**src/shared/tmc_defs.vh**
```
// Purpose: constants of the transceiver module control block
// Assumes: 20 MHz core clock, byte-wide register port
// Notes:   definitions only
`ifndef TMC_DEFS_VH
`define TMC_DEFS_VH

// ----------------------------------------------------------------------
// register offsets
// ----------------------------------------------------------------------
`define TMC_OFS_STATUS      8'h6e
`define TMC_OFS_PART        8'h86
`define TMC_OFS_VERSION     8'h87
`define TMC_OFS_CONFIG_A    8'h88
`define TMC_OFS_CONFIG_B    8'h89
`define TMC_OFS_CONFIG_C    8'h8a
`define TMC_OFS_ADDR_SEL    8'h8b
`define TMC_OFS_FAULT_EN_A  8'hf8
`define TMC_OFS_FAULT_EN_W  8'hfc

// ----------------------------------------------------------------------
// status_flags bits
// ----------------------------------------------------------------------
`define TMC_ST_NOT_READY    0
`define TMC_ST_FAULT        2
`define TMC_ST_RXLOSS_LO    3
`define TMC_ST_RATE_SOFT    5
`define TMC_ST_RATE_IN      6
`define TMC_ST_GEN_IN       7

// ----------------------------------------------------------------------
// config bits
// ----------------------------------------------------------------------
`define TMC_CA_RATE_INV     0
`define TMC_CA_RATE_SOFT_EN 1
`define TMC_CA_ADDR_EN      7
`define TMC_CB_GEN_FORCE    0
`define TMC_CB_GEN_VALUE    1
`define TMC_CB_GEN_INV      2
`define TMC_CB_LATCH_WARN   4
`define TMC_CC_LOSS_SEL_LO  0
`define TMC_CC_LOSS_INV_LO  2
`define TMC_CC_LATCH_ALARM  4

// ----------------------------------------------------------------------
// values
// ----------------------------------------------------------------------
`define TMC_DEFAULT_ADDR    8'ha2
`define TMC_ADDR_SEL_MASK   8'h0e
`define TMC_ADDR_BASE_MASK  8'hf0
`define TMC_FINE_MAX_BASE   16'hfff8
`define TMC_COARSE_MIN_BASE 16'hf000
`define TMC_LUT_FINE_BASE   8'h80
`define TMC_LUT_OFS_BASE    8'hf8
`define TMC_LUT_FINE_LAST   7'd71
`define TMC_LUT_OFS_GROUP   7'd9
`define TMC_TEMP_BIAS       9'sd41
`define TMC_DAC_MAX         11'h3ff

// ----------------------------------------------------------------------
// timing
// ----------------------------------------------------------------------
`define TMC_CLK_PERIOD_NS   50
`define TMC_READY_TIME_NS   500000

`endif
```
**src/core/tmc_control.v**
```verilog
// Purpose: control logic of an optical module monitor: ranging, power-up
//          sequencing, lookup-driven delta-sigma outputs, pins, fault, id
// Assumes: byte register port driven by a two-wire engine on clk; ADC core
//          and nonvolatile store are outside
// Notes:   open-drain pins only ever pull low
`timescale 1ns/1ps
`include "tmc_defs.vh"

module tmc_control #(
	parameter [7:0] DIE_PART     = 8'h5a,	// arbitrary value
	parameter [7:0] DIE_VERSION  = 8'h01,	// arbitrary value
	parameter       READY_CYCLES = `TMC_READY_TIME_NS / `TMC_CLK_PERIOD_NS
) (
	// clock and reset
	input  wire        clk,
	input  wire        rst,
	// supply comparators (asynchronous)
	input  wire        analog_power_threshold,
	input  wire        digital_power_threshold,
	// nonvolatile image presented for recall
	input  wire [7:0]  nv_config_a,
	input  wire [7:0]  nv_config_b,
	input  wire [7:0]  nv_config_c,
	input  wire [7:0]  nv_addr_sel,
	input  wire [7:0]  nv_fault_en_a,
	input  wire [7:0]  nv_fault_en_w,
	// register port
	input  wire [7:0]  reg_addr,
	input  wire        reg_wr,
	input  wire        reg_rd,
	input  wire [7:0]  reg_wdata,
	output reg  [7:0]  reg_rdata_r,
	output reg  [7:0]  bus_address_r,
	// strength channels, two lanes packed
	input  wire [5:0]  rx_shift,
	input  wire [1:0]  crossover_off,
	input  wire [1:0]  fine_strobe,
	input  wire [31:0] fine_data,
	input  wire [1:0]  coarse_strobe,
	input  wire [31:0] coarse_data,
	output reg  [1:0]  coarse_req_r,
	output reg  [1:0]  result_strobe_r,
	output reg  [1:0]  result_coarse_r,
	output reg  [31:0] result_data_r,
	// temperature and lookup tables
	input  wire        temp_strobe,
	input  wire [15:0] temp_value,
	input  wire [1:0]  dac_lut_mode,
	input  wire        lut_wr,
	input  wire        lut_sel,
	input  wire [7:0]  lut_addr,
	input  wire [7:0]  lut_wdata,
	output reg  [19:0] dac_code_r,
	output reg  [1:0]  dac_stream_r,
	// loss of signal
	input  wire [1:0]  loss_input_pin,
	input  wire [1:0]  loss_quick_trip,
	output reg  [1:0]  loss_output_pin_o,
	output reg  [1:0]  loss_output_pin_oe,
	// general and rate-select pins
	input  wire        general_input_pin,
	input  wire        rate_select_input,
	output reg         general_output_pin_o,
	output reg         general_output_pin_oe,
	output reg         rate_select_output_o,
	output reg         rate_select_output_oe,
	// alarms
	input  wire [7:0]  alarm_in,
	input  wire [7:0]  warn_in,
	input  wire [3:0]  other_quick_trip,
	output reg         fault_r
);

	localparam PWR_OFF   = 2'd0;
	localparam PWR_BROWN = 2'd1;
	localparam PWR_RUN   = 2'd2;

	// ------------------------------------------------------------------
	// pin synchronisers
	// ------------------------------------------------------------------
	reg  [5:0]  meta_r;
	reg  [5:0]  sync_r;
	wire        poa_ok   = sync_r[0];
	wire        pod_ok   = sync_r[1];
	wire [1:0]  loss_pin = sync_r[3:2];
	wire        gen_in   = sync_r[4];
	wire        rate_in  = sync_r[5];

	always @(posedge clk or posedge rst) begin
		if (rst) begin
			meta_r <= 6'h00;
			sync_r <= 6'h00;
		end else begin
			meta_r <= {rate_select_input, general_input_pin, loss_input_pin,
				digital_power_threshold, analog_power_threshold};
			sync_r <= meta_r;
		end
	end

	// ------------------------------------------------------------------
	// power sequencing and shadowed settings
	// ------------------------------------------------------------------
	reg  [1:0]  pwr_r;
	reg         recalled_r;
	reg  [7:0]  cfg_a_r, cfg_b_r, cfg_c_r, addr_sel_r, fen_a_r, fen_w_r;
	reg         rate_soft_r;
	reg  [13:0] rdy_cnt_r;
	reg         not_ready_r;
	wire        run = (pwr_r == PWR_RUN);
	wire        wr_ok = reg_wr & pod_ok & recalled_r;

	always @(posedge clk or posedge rst) begin
		if (rst) begin
			pwr_r       <= PWR_OFF;
			recalled_r  <= 1'b0;
			cfg_a_r     <= 8'h00;
			cfg_b_r     <= 8'h00;
			cfg_c_r     <= 8'h00;
			addr_sel_r  <= 8'h00;
			fen_a_r     <= 8'h00;
			fen_w_r     <= 8'h00;
			rate_soft_r <= 1'b0;
		end else if (!pod_ok) begin
			pwr_r       <= PWR_OFF;
			recalled_r  <= 1'b0;
			cfg_a_r     <= 8'h00;
			cfg_b_r     <= 8'h00;
			cfg_c_r     <= 8'h00;
			addr_sel_r  <= 8'h00;
			fen_a_r     <= 8'h00;
			fen_w_r     <= 8'h00;
			rate_soft_r <= 1'b0;
		end else begin
			case (pwr_r)
			PWR_OFF: begin
				// shadows stay zero until analog level
				if (poa_ok) begin
					cfg_a_r    <= nv_config_a;
					cfg_b_r    <= nv_config_b;
					cfg_c_r    <= nv_config_c;
					addr_sel_r <= nv_addr_sel;
					fen_a_r    <= nv_fault_en_a;
					fen_w_r    <= nv_fault_en_w;
					recalled_r <= 1'b1;
					pwr_r      <= PWR_RUN;
				end
			end
			PWR_RUN: begin
				if (!poa_ok)
					pwr_r <= PWR_BROWN;
			end
			PWR_BROWN: begin
				if (poa_ok)
					pwr_r <= PWR_RUN;
			end
			default: pwr_r <= PWR_OFF;
			endcase
			if (wr_ok) begin
				case (reg_addr)
				`TMC_OFS_STATUS:     rate_soft_r <= reg_wdata[`TMC_ST_RATE_SOFT];
				`TMC_OFS_CONFIG_A:   cfg_a_r     <= reg_wdata;
				`TMC_OFS_CONFIG_B:   cfg_b_r     <= reg_wdata;
				`TMC_OFS_CONFIG_C:   cfg_c_r     <= reg_wdata;
				`TMC_OFS_ADDR_SEL:   addr_sel_r  <= reg_wdata;
				`TMC_OFS_FAULT_EN_A: fen_a_r     <= reg_wdata;
				`TMC_OFS_FAULT_EN_W: fen_w_r     <= reg_wdata;
				default: ;
				endcase
			end
		end
	end

	// not-ready timer, restarts on every dip
	always @(posedge clk or posedge rst) begin
		if (rst) begin
			rdy_cnt_r   <= 14'h0000;
			not_ready_r <= 1'b1;
		end else if (!run) begin
			rdy_cnt_r   <= 14'h0000;
			not_ready_r <= 1'b1;
		end else if (not_ready_r) begin
			rdy_cnt_r <= rdy_cnt_r + 14'h0001;
			if (rdy_cnt_r == READY_CYCLES[13:0] - 14'h0001)
				not_ready_r <= 1'b0;
		end
	end

	// ------------------------------------------------------------------
	// strength auto-ranging, one lane per channel
	// ------------------------------------------------------------------
	genvar ch;
	generate
	for (ch = 0; ch < 2; ch = ch + 1) begin : g_rx
		wire [2:0]  sh     = rx_shift[3*ch +: 3];
		// shift applied before compare and storage
		wire [15:0] fine_s = fine_data[16*ch +: 16] >> sh;
		wire [15:0] crs_s  = coarse_data[16*ch +: 16] >> sh;
		wire [15:0] fmax   = `TMC_FINE_MAX_BASE >> sh;
		wire [15:0] cmin   = `TMC_COARSE_MIN_BASE >> sh;
		reg         in_coarse_r;

		always @(posedge clk or posedge rst) begin
			if (rst) begin
				in_coarse_r                <= 1'b0;
				coarse_req_r[ch]           <= 1'b0;
				result_strobe_r[ch]        <= 1'b0;
				result_coarse_r[ch]        <= 1'b0;
				result_data_r[16*ch +: 16] <= 16'h0000;
			end else begin
				coarse_req_r[ch]    <= 1'b0;
				result_strobe_r[ch] <= 1'b0;
				if (fine_strobe[ch]) begin
					// fine first, coarse entered only on overflow
					// hysteresis: leave coarse only below coarse min
					// fine again once it falls below coarse min
					if (crossover_off[ch] &&
					    (in_coarse_r ? (fine_s >= cmin) : (fine_s > fmax))) begin
						in_coarse_r      <= 1'b1;
						coarse_req_r[ch] <= 1'b1;
					end else begin
						in_coarse_r                <= 1'b0;
						result_strobe_r[ch]        <= 1'b1;
						result_coarse_r[ch]        <= 1'b0;
						result_data_r[16*ch +: 16] <= fine_s;
					end
				end else if (coarse_strobe[ch]) begin
					result_strobe_r[ch] <= 1'b1;
					result_coarse_r[ch] <= 1'b1;
					// coarse report clamped to its minimum
					if (crossover_off[ch] && crs_s < cmin)
						result_data_r[16*ch +: 16] <= cmin;
					else
						result_data_r[16*ch +: 16] <= crs_s;
				end
			end
		end
	end
	endgenerate

	// ------------------------------------------------------------------
	// temperature lookup and delta-sigma outputs
	// ------------------------------------------------------------------
	reg  [7:0]  lut_mem [0:511];
	// 2 C steps from the bottom of range
	wire signed [8:0] t_sum = $signed({temp_value[15], temp_value[15:8]}) + `TMC_TEMP_BIAS;
	wire [6:0]  t_half = t_sum[8] ? 7'd0 : t_sum[7:1];
	wire [6:0]  f_idx  = (t_half > `TMC_LUT_FINE_LAST) ? `TMC_LUT_FINE_LAST : t_half;
	wire [6:0]  o_div  = f_idx / `TMC_LUT_OFS_GROUP;
	wire [7:0]  f_addr = `TMC_LUT_FINE_BASE + {1'b0, f_idx};
	wire [7:0]  o_addr = `TMC_LUT_OFS_BASE + {5'h00, o_div[2:0]};

	always @(posedge clk) begin
		if (lut_wr)
			lut_mem[{lut_sel, lut_addr}] <= lut_wdata;
	end

	generate
	for (ch = 0; ch < 2; ch = ch + 1) begin : g_dac
		wire [7:0]  f_val = lut_mem[{ch == 1, f_addr}];
		wire [7:0]  o_val = lut_mem[{ch == 1, o_addr}];
		// table entry plus four times offset
		wire [10:0] sum   = {3'h0, f_val} + {1'b0, o_val, 2'b00};
		wire [10:0] sat   = (sum > `TMC_DAC_MAX) ? `TMC_DAC_MAX : sum;
		reg  [9:0]  acc_r;
		wire [10:0] acc_n = {1'b0, acc_r} + {1'b0, dac_code_r[10*ch +: 10]};

		always @(posedge clk or posedge rst) begin
			if (rst) begin
				dac_code_r[10*ch +: 10] <= 10'h000;
				acc_r                   <= 10'h000;
				dac_stream_r[ch]        <= 1'b0;
			end else begin
				// refresh on each finished temperature reading
				if (temp_strobe && dac_lut_mode[ch])
					dac_code_r[10*ch +: 10] <= sat[9:0];
				if (run) begin
					acc_r            <= acc_n[9:0];
					dac_stream_r[ch] <= acc_n[10];
				end else begin
					acc_r            <= 10'h000;
					dac_stream_r[ch] <= 1'b0;
				end
			end
		end
	end
	endgenerate

	// ------------------------------------------------------------------
	// loss mux, pins and fault
	// ------------------------------------------------------------------
	// selection held at pin source until recall
	wire [1:0] loss_sel = cfg_c_r[`TMC_CC_LOSS_SEL_LO +: 2] & {2{recalled_r}};
	wire [1:0] loss_mux = (loss_sel & loss_quick_trip) | (~loss_sel & loss_pin);
	wire [1:0] loss_lvl = loss_mux ^ cfg_c_r[`TMC_CC_LOSS_INV_LO +: 2];
	// force or invert the general output
	wire       gen_lvl  = (cfg_b_r[`TMC_CB_GEN_FORCE] ? cfg_b_r[`TMC_CB_GEN_VALUE] : gen_in)
		^ cfg_b_r[`TMC_CB_GEN_INV];
	// soft control and inversion of rate select
	wire       rate_lvl = (cfg_a_r[`TMC_CA_RATE_SOFT_EN] ? rate_soft_r : rate_in)
		^ cfg_a_r[`TMC_CA_RATE_INV];
	// masked alarms and warnings; other trips always
	wire [7:0] al_hit = alarm_in & fen_a_r;
	wire [7:0] wn_hit = warn_in & fen_w_r;
	reg  [7:0] al_lat_r;
	reg  [7:0] wn_lat_r;
	wire       clr_fault = wr_ok && reg_addr == `TMC_OFS_STATUS && reg_wdata[`TMC_ST_FAULT];
	wire       fault_any = (|al_lat_r) | (|wn_lat_r) | (|al_hit) | (|wn_hit)
		| (|other_quick_trip);

	always @(posedge clk or posedge rst) begin
		if (rst) begin
			al_lat_r <= 8'h00;
			wn_lat_r <= 8'h00;
		end else begin
			// latch when enabled; set wins over clear
			al_lat_r <= (cfg_c_r[`TMC_CC_LATCH_ALARM] & ~clr_fault ? al_lat_r : 8'h00)
				| (cfg_c_r[`TMC_CC_LATCH_ALARM] ? al_hit : 8'h00);
			wn_lat_r <= (cfg_b_r[`TMC_CB_LATCH_WARN] & ~clr_fault ? wn_lat_r : 8'h00)
				| (cfg_b_r[`TMC_CB_LATCH_WARN] ? wn_hit : 8'h00);
		end
	end

	// open-drain drivers pull low when level is zero; off below analog level
	always @(posedge clk or posedge rst) begin
		if (rst) begin
			loss_output_pin_o     <= 2'b00;
			loss_output_pin_oe    <= 2'b00;
			general_output_pin_o  <= 1'b0;
			general_output_pin_oe <= 1'b0;
			rate_select_output_o  <= 1'b0;
			rate_select_output_oe <= 1'b0;
			fault_r               <= 1'b0;
		end else begin
			loss_output_pin_o     <= 2'b00;
			general_output_pin_o  <= 1'b0;
			rate_select_output_o  <= 1'b0;
			loss_output_pin_oe    <= run ? ~loss_lvl : 2'b00;
			general_output_pin_oe <= run & ~gen_lvl;
			rate_select_output_oe <= run & ~rate_lvl;
			fault_r               <= run & fault_any;
		end
	end

	// ------------------------------------------------------------------
	// read path and bus address
	// ------------------------------------------------------------------
	wire [7:0] status = {gen_in, rate_in, rate_soft_r, loss_mux,
		fault_any, 1'b0, not_ready_r};

	always @(posedge clk or posedge rst) begin
		if (rst) begin
			reg_rdata_r   <= 8'h00;
			bus_address_r <= `TMC_DEFAULT_ADDR;
		end else begin
			// default address until recalled and enabled
			bus_address_r <= (recalled_r && cfg_a_r[`TMC_CA_ADDR_EN])
				? ((addr_sel_r & `TMC_ADDR_BASE_MASK) | (addr_sel_r & `TMC_ADDR_SEL_MASK))
				: `TMC_DEFAULT_ADDR;
			if (reg_rd) begin
				case (reg_addr)
				`TMC_OFS_STATUS:     reg_rdata_r <= status;
				`TMC_OFS_PART:       reg_rdata_r <= DIE_PART;
				`TMC_OFS_VERSION:    reg_rdata_r <= DIE_VERSION;
				`TMC_OFS_CONFIG_A:   reg_rdata_r <= cfg_a_r;
				`TMC_OFS_CONFIG_B:   reg_rdata_r <= cfg_b_r;
				`TMC_OFS_CONFIG_C:   reg_rdata_r <= cfg_c_r;
				`TMC_OFS_ADDR_SEL:   reg_rdata_r <= addr_sel_r;
				`TMC_OFS_FAULT_EN_A: reg_rdata_r <= fen_a_r;
				`TMC_OFS_FAULT_EN_W: reg_rdata_r <= fen_w_r;
				default:             reg_rdata_r <= 8'h00;
				endcase
			end
		end
	end

endmodule // tmc_control

```
**config.mk**
```make
export PLATFORM = sky130hd
export DESIGN_NAME = tmc_control
export DESIGN_NICKNAME = d
export VERILOG_FILES = /design/src/core/tmc_control.v
export VERILOG_INCLUDE_DIRS = /design/src /design/src/shared
export SDC_FILE = /design/constraint.sdc
export NUM_CORES = 2
export LEC_CHECK = 0
export CAP_MARGIN = 20
export CORE_MARGIN = 4
export CORE_UTILIZATION = 35
export CTS_CLUSTER_DIAMETER = 30
export DETAILED_ROUTE_END_ITERATION = 10
export DONT_BUFFER_PORTS = 1
export SYNTH_ARGS = -nofsm -noshare
export SYNTH_HDL_FRONTEND = slang
export SYNTH_SLANG_ARGS = --single-unit
```
**constraint.sdc**
```tcl
create_clock -name clk -period 18.4 [get_ports clk]
set_input_delay 1.84 -clock clk [delete_from_list [all_inputs] [get_ports clk]]
set_output_delay 1.84 -clock clk [all_outputs]
set_load 0.02 [all_outputs]
```
### Word-level counts from Yosys, hierarchy flattened

Memory sizes are Yosys's and may differ from the RTL's.
Index checks and enable logic that the tools add are counted.

| operators by class | value |
|---|---|
| shift-type cells | 8 |
| eq/ne operators | 21 |
| div/mod/pow operators | 1 |
| magnitude comparators | 9 |
| mux-type cells | 90 |
| add/subtract/negate cells | 8 |
| reductions and logical operators | 23 |
| bitwise logic cells | 28 |

Operator list:

| operator | number |
|---|---|
| 8-bit two-way mux | 35 |
| 16-bit two-way mux | 8 |
| 8-bit one-hot mux with 9 select lines | 1 |
| 8-bit equality test (second input constant) | 8 |
| 16-bit by 3-bit >> shifter with 16-bit output | 4 |
| 16-bit by 3-bit >> shifter with 16-bit output (first input constant) | 4 |
| 10-bit two-way mux | 4 |
| 1-bit two-way mux | 33 |
| 16-bit greater-or-equal comparator | 2 |
| 16-bit > comparator | 2 |
| 16-bit < comparator | 2 |
| 8-bit OR reduction | 4 |
| 14-bit two-way mux | 2 |
| 10-bit by 10-bit adder with 11-bit output | 2 |
| 8-bit by 10-bit adder with 11-bit output | 2 |
| 11-bit by 10-bit > comparator with 1-bit output (second input constant) | 2 |
| 8-bit AND | 2 |
| 8-bit bitwise OR | 2 |
| 14-bit by 1-bit adder with 14-bit output (second input constant) | 1 |
| 14-bit equality test (second input constant) | 1 |
| 7-bit two-way mux | 2 |
| 2-bit AND reduction | 5 |
| 8-bit by 7-bit adder with 9-bit output (second input constant) | 1 |
| 1-bit logical AND | 9 |
| 25 further kinds | 50 |

| word-level totals | value |
|---|---|
| memories | 1 |
| word-level logic and storage cells | 226 |
| memory bits (writable) | 4096 |
| bits of input ports | 209 |
| bits in registers | 198 |

Memories:

| memory | depth | width | rd ports | clocked after Yosys merged registers in | wr ports | RTL line | source |
|---|---|---|---|---|---|---|---|
| lut_mem | 512 | 8 | 4 | 0 | 1 | tmc_control.v:243 | `reg [7:0] lut_mem [0:511];` |

### Longest topological paths before layout

An unclocked memory read counts as a cell.

| logic depth | value |
|---|---|
| word-level depth | 10 |
| depth in mapped cells | 40 |
| mapped depth without buffers | 32 |

### Worst setup path before layout

OpenSTA, ideal clock, no wires.

| path | value |
|---|---|
| path kind | input-to-reg |
| start | in temp_value[8] |
| end | reg dac_code_r[19] |
| data required time | 18.270 ns |
| path slack | 10.057 ns |
| path buffers | 7 |
| data arrival time | 8.214 ns |
| cell stages on the path | 37 |
| cell sequence | ha_1 buf_2 a21oi_1 xnor2_1 and2_1 clkbuf_1 clkinv_1 clkbuf_1 clkbuf_1 ha_1 nor3b_1 a22oi_1 a21oi_1 o22ai_2 ha_1 nor2_1 o211ai_1 o221ai_1 o21ai_1 o21ai_2 buf_2 nand3_2 clkbuf_1 clkbuf_1 nand2_1 nand3_1 nand3_1 o21ai_0 ha_1 fa_1 a21oi_1 nor2_1 nor2_1 o21bai_1 a21oi_1 nor4b_1 o31ai_1 |

| on the way | value |
|---|---|
| cells in the longest elaborated chain, start to end | 10 |
| elaborated cells on any way between the ends | 11 |
| those cells by class | add/sub (4); div (1); order compare (2); mux (3); memory (1) |

Ends and longest elaborated chain:

| item | RTL line | source |
|---|---|---|
| start, declared | tmc_control.v:47 | `input wire [15:0] temp_value,` |
| 8-bit by 7-bit adder with 9-bit output (no source line) (*) | - |  |
| 7-bit two-way mux (*) | tmc_control.v:246 | `wire [6:0] t_half = t_sum[8] ? 7'd0 : t_sum[7:1];` |
| 7-bit > comparator (no source line) | - |  |
| 7-bit two-way mux (*) | tmc_control.v:247 | `` wire [6:0] f_idx = (t_half > `TMC_LUT_FINE_LAST) ? `TMC_LUT_FINE_LAST : t_half; `` |
| 7-bit by 4-bit divider with 7-bit output (no source line) | - |  |
| 4-bit by 4-bit adder with 5-bit output (no source line) | - |  |
| memory read 512 x 8 bit (*) | - |  |
| 8-bit by 10-bit adder with 11-bit output (*) | tmc_control.v:262 | `wire [10:0] sum = {3'h0, f_val} + {1'b0, o_val, 2'b00};` |
| 11-bit by 10-bit > comparator with 1-bit output (no source line) | - |  |
| 10-bit two-way mux (*) | tmc_control.v:263 | `` wire [10:0] sat = (sum > `TMC_DAC_MAX) ? `TMC_DAC_MAX : sum; `` |
| end signal, assigned by index | tmc_control.v:275 | `dac_code_r[10*ch +: 10] <= sat[9:0];` |
| end, declared | tmc_control.v:53 | `output reg [19:0] dac_code_r,` |

Mark *: on every way between the ends. The rest lies on a longest branch, timed or not.
A chain may end at the register's enable or synchronous reset.

### Final worst setup path

| path | value |
|---|---|
| start | in temp_value[8] |
| end | reg dac_code_r[0] |

The elaborated chain is that of the path after synthesis.

==> flow_metrics.tcl <==
set metrics [dict create \
    status "complete, no violations" \
    power_w 0.0101 \
    gp_congestion 0.914 \
    num_rows 158 \
    core-area_sq_um 185000 \
    grt_pass1_wl_um 270000 \
    whs_ps 347 \
    dr.pass1.iters 7 \
    hold_violations 0 \
    placed_area_sq_um 67500 \
    worstPathRequired_ps 19080 \
    finalSetupViolCount 0 \
    fmax_mhz 108 \
    clkLatencyLatePin_ps 890 \
    final_design_area_no_fill_sq_um 76900 \
    synthCells 5004 \
    hp-class "flop to flop" \
    grt_setup_unrepaired "no" \
    grt_pass1_vias 41483 \
    busiest_layer "met2" \
    irDropWorstVdd_mv 0.0801 \
    final_util_pct 41.5 \
    io_buffers 0 \
    cts_buffers 279 \
    async_flop_share_pct 13.2 \
    critPathSlowestCell "clkinv_1" \
    critPathBufInv 3 \
    cap_violations 0 \
    r2r_slack_ps 13770 \
    fin_crit_sh_pct 50.2 \
    power.leakage_nw 28.0 \
    cts_resized 0 \
    synth.yosys.seq_area_share_pct 67.3 \
    slew_viol_final 0 \
    dp_hpwl_um 109000 \
    syn_area_per_cell_sq_um 13.0 \
    grt_max_degree 169 \
    die_width_um 439 \
    globalRouteMet1Util_pct 24.7 \
    holdBufCountCts 0 \
    most-common-layout-cells "edfxtp_1, nand2_1, mux2i_1, nor2_1, clkbuf_16" \
    relSlewSlack_pct 20.2 \
    r2r-end "dac_code_r[19]" \
    switching_share_pct 25.0 \
    via_count 42541 \
    power.density_nw_per_um2 131 \
    worst_clock_skew_ps 46.2 \
    ant_nets 0 \
    p_sw_w 0.00251 \
    critPathMaxStageDelay_ps 800 \
    viasPerCell 5.52 \
    antenna_found_initial 7 \
    die_h_um 439 \
    drt-initial-drc-count 4178 \
    whs_path_depth 0 \
    reg2reg_depth 15 \
    crit_fanout 36 \
    yosys_register_bits 1493 \
    grt_usage_pct 18.4 \
    hold_end "sync_r[0]" \
    met2_usage_pct 28.9 \
    start_kind "input pin" \
    regToRegStartpoint "lut_mem[407][3]" \
    setup_tns_ps 0 \
    synth_ff_type "edfxtp_1" \
    worstMarginPinSlew_ps 1190 \
    tritoncts "yes" \
    synth.cell_area_sq_um 65100 \
    overflow 0 \
    synth_edf_count 1296 \
    htreeDepth 5 \
    clockBufferDepth 4 \
    power_frac_comb_pct 11.0 \
    p_seq_share_pct 38.3 \
    grt_util_met3_pct 4.42 \
    ys_types 94 \
    cpLargestDelayFamily "compound AO/OA/AOI/OAI gates" \
    clk_pin_slew_ps 40 \
    cts.sinks 1493 \
    crit_path_end_kind "flop" \
    wire_per_inst_um 23.8 \
    num_io_pins 294 \
    min_from "meta_r[0]" \
    fp.dieArea_sq_um 193000 \
    num-nets-final 5322 \
    synthToLayoutAreaGrowth_pct 18.1 \
    min_period_ps 9230 \
    layout_commonest_cell "edfxtp_1" \
    ys_warn_count 0 \
    cts_setup_buffers 0 \
    clkPwrFrac_pct 50.7 \
    start_util_pct 35.2 \
    crit_arrival_ps 9910 \
    critPathKind "input pin to flop" \
    drive_gt1_share_pct 11.4 \
    routed_wirelength_um 183000 \
    drc 0 \
    intPower_w 0.00755 \
    clockRootBuffer "clkbuf_16" \
]
[cell usage after synthesis (19+ instances only)]
cell | instances | area (sq um)
mux2_2 | 26 | 293
o21ai_0 | 146 | 731
and3_1 | 40 | 250
buf_2 | 50 | 250
a21oi_1 | 232 | 1160
buf_1 | 40 | 150
o31ai_1 | 30 | 225
a31oi_1 | 113 | 707
mux4_2 | 22 | 495
mux2i_1 | 372 | 3720
nor4_1 | 19 | 119
nor2_1 | 294 | 1100
nor3_1 | 22 | 110
ha_1 | 92 | 1150
dfrtp_1 | 193 | 4830
xnor2_1 | 34 | 298
inv_1 | 63 | 236
o21a_1 | 20 | 150
nand4_1 | 29 | 181
clkbuf_1 | 234 | 878
o22ai_1 | 82 | 513
nand2_1 | 852 | 3200
o211a_1 | 50 | 500
nand3_1 | 172 | 861
o221ai_1 | 152 | 1330
edfxtp_1 | 1296 | 38900
[per-layer routing]
layer	wire [um]	vias to the layer above
met5	0	-
met4	5970	0
met3	16700	379
met2	84800	1905
met1	75600	21189
li1	-	19068
[worst max path at each step]
| stage | startpoint | end | slack, ps | cells past startpoint |
|---|---|---|---|---|
| CTS | temp_value[8] | dac_code_r[0] | 9270 | 32 |
| global route | temp_value[8] | dac_code_r[0] | 8590 | 32 |
| detailed placement | temp_value[8] | dac_code_r[0] | 8410 | 32 |
| global placement | temp_value[8] | dac_code_r[19] | 8430 | 32 |
| finish | temp_value[8] | dac_code_r[0] | 9170 | 32 |
| floorplan | temp_value[8] | dac_code_r[19] | 10060 | 37 |
[power by group through the flow]
| stage | logic, W | registers, W | clock network (W) |
|---|---|---|---|
| CTS | 0.00111 | 0.00386 | 0.00516 |
| detailed placement | 0.00110 | 0.00392 | 0 |
| global route | 0.00122 | 0.00386 | 0.00532 |
| finish | 0.00111 | 0.00385 | 0.00510 |
| floorplan | 0.000801 | 0.00388 | 0 |
| global placement | 0.00108 | 0.00392 | 0 |
[area by class of cell]
| class | instances | area (sq um) |
|---|---|---|
| Sequential cell | 1493 | 43900 |
| Antenna cell | 4 | 10.0 |
| Timing Repair Buffer | 60 | 492 |
| Fill cell | 16765 | 108000 |
| Multi-Input combinational cell | 3114 | 19800 |
| Inverter | 69 | 272 |
| Clock inverter | 160 | 1970 |
| Tap cell | 2480 | 3100 |
| Clock buffer | 323 | 7420 |
[registers in the layout, indices dropped and copies added (netlist names), 6 cells and up]
name and flops:
addr_sel_r 8, cfg_c_r 8, lut_mem 1296, g_dac.acc_r 20
reg_rdata_r 8, fen_w_r 8, bus_address_r 7, cfg_a_r 8
wn_lat_r 8, meta_r 6, cfg_b_r 8, al_lat_r 8
dac_code_r 20, sync_r 6, rdy_cnt_r 14, result_data_r 32
fen_a_r 8
[logic make-up after synthesis]
kind of cell / synth area share (%)
buf+inv: 2.46
other cells: 0.00576
simple gates: 10.1
compound gates: 10.6
mux: 6.93
flops: 67.3
xor+xnor: 0.659
fa+ha+maj: 1.89
[through the flow]
step | std cells | worst slack, ps
6_report | 7703 | 9170
5_1_grt | 7702 | 8590
4_1_cts | 7698 | 9270
3_5_place_dp | 7215 | 8410
3_3_place_gp | 7213 | 8430
2_1_floorplan | 5008 | 10060
[worst reg2reg max path, stage by stage (launching register included)]
cell and delay, ps:
edfxtp_1 320, mux2i_1 70, o221ai_1 370, a21oi_1 80, nor4_1 1000, o21ai_0 360
a41oi_1 640, ha_1 360, a21o_1 150, a21oi_1 240, o21bai_1 120, a21oi_1 240
inv_1 60, a21oi_1 190, nor4b_1 70, o31ai_1 240
Note: power is estimated with default switching activity, not from simulation.
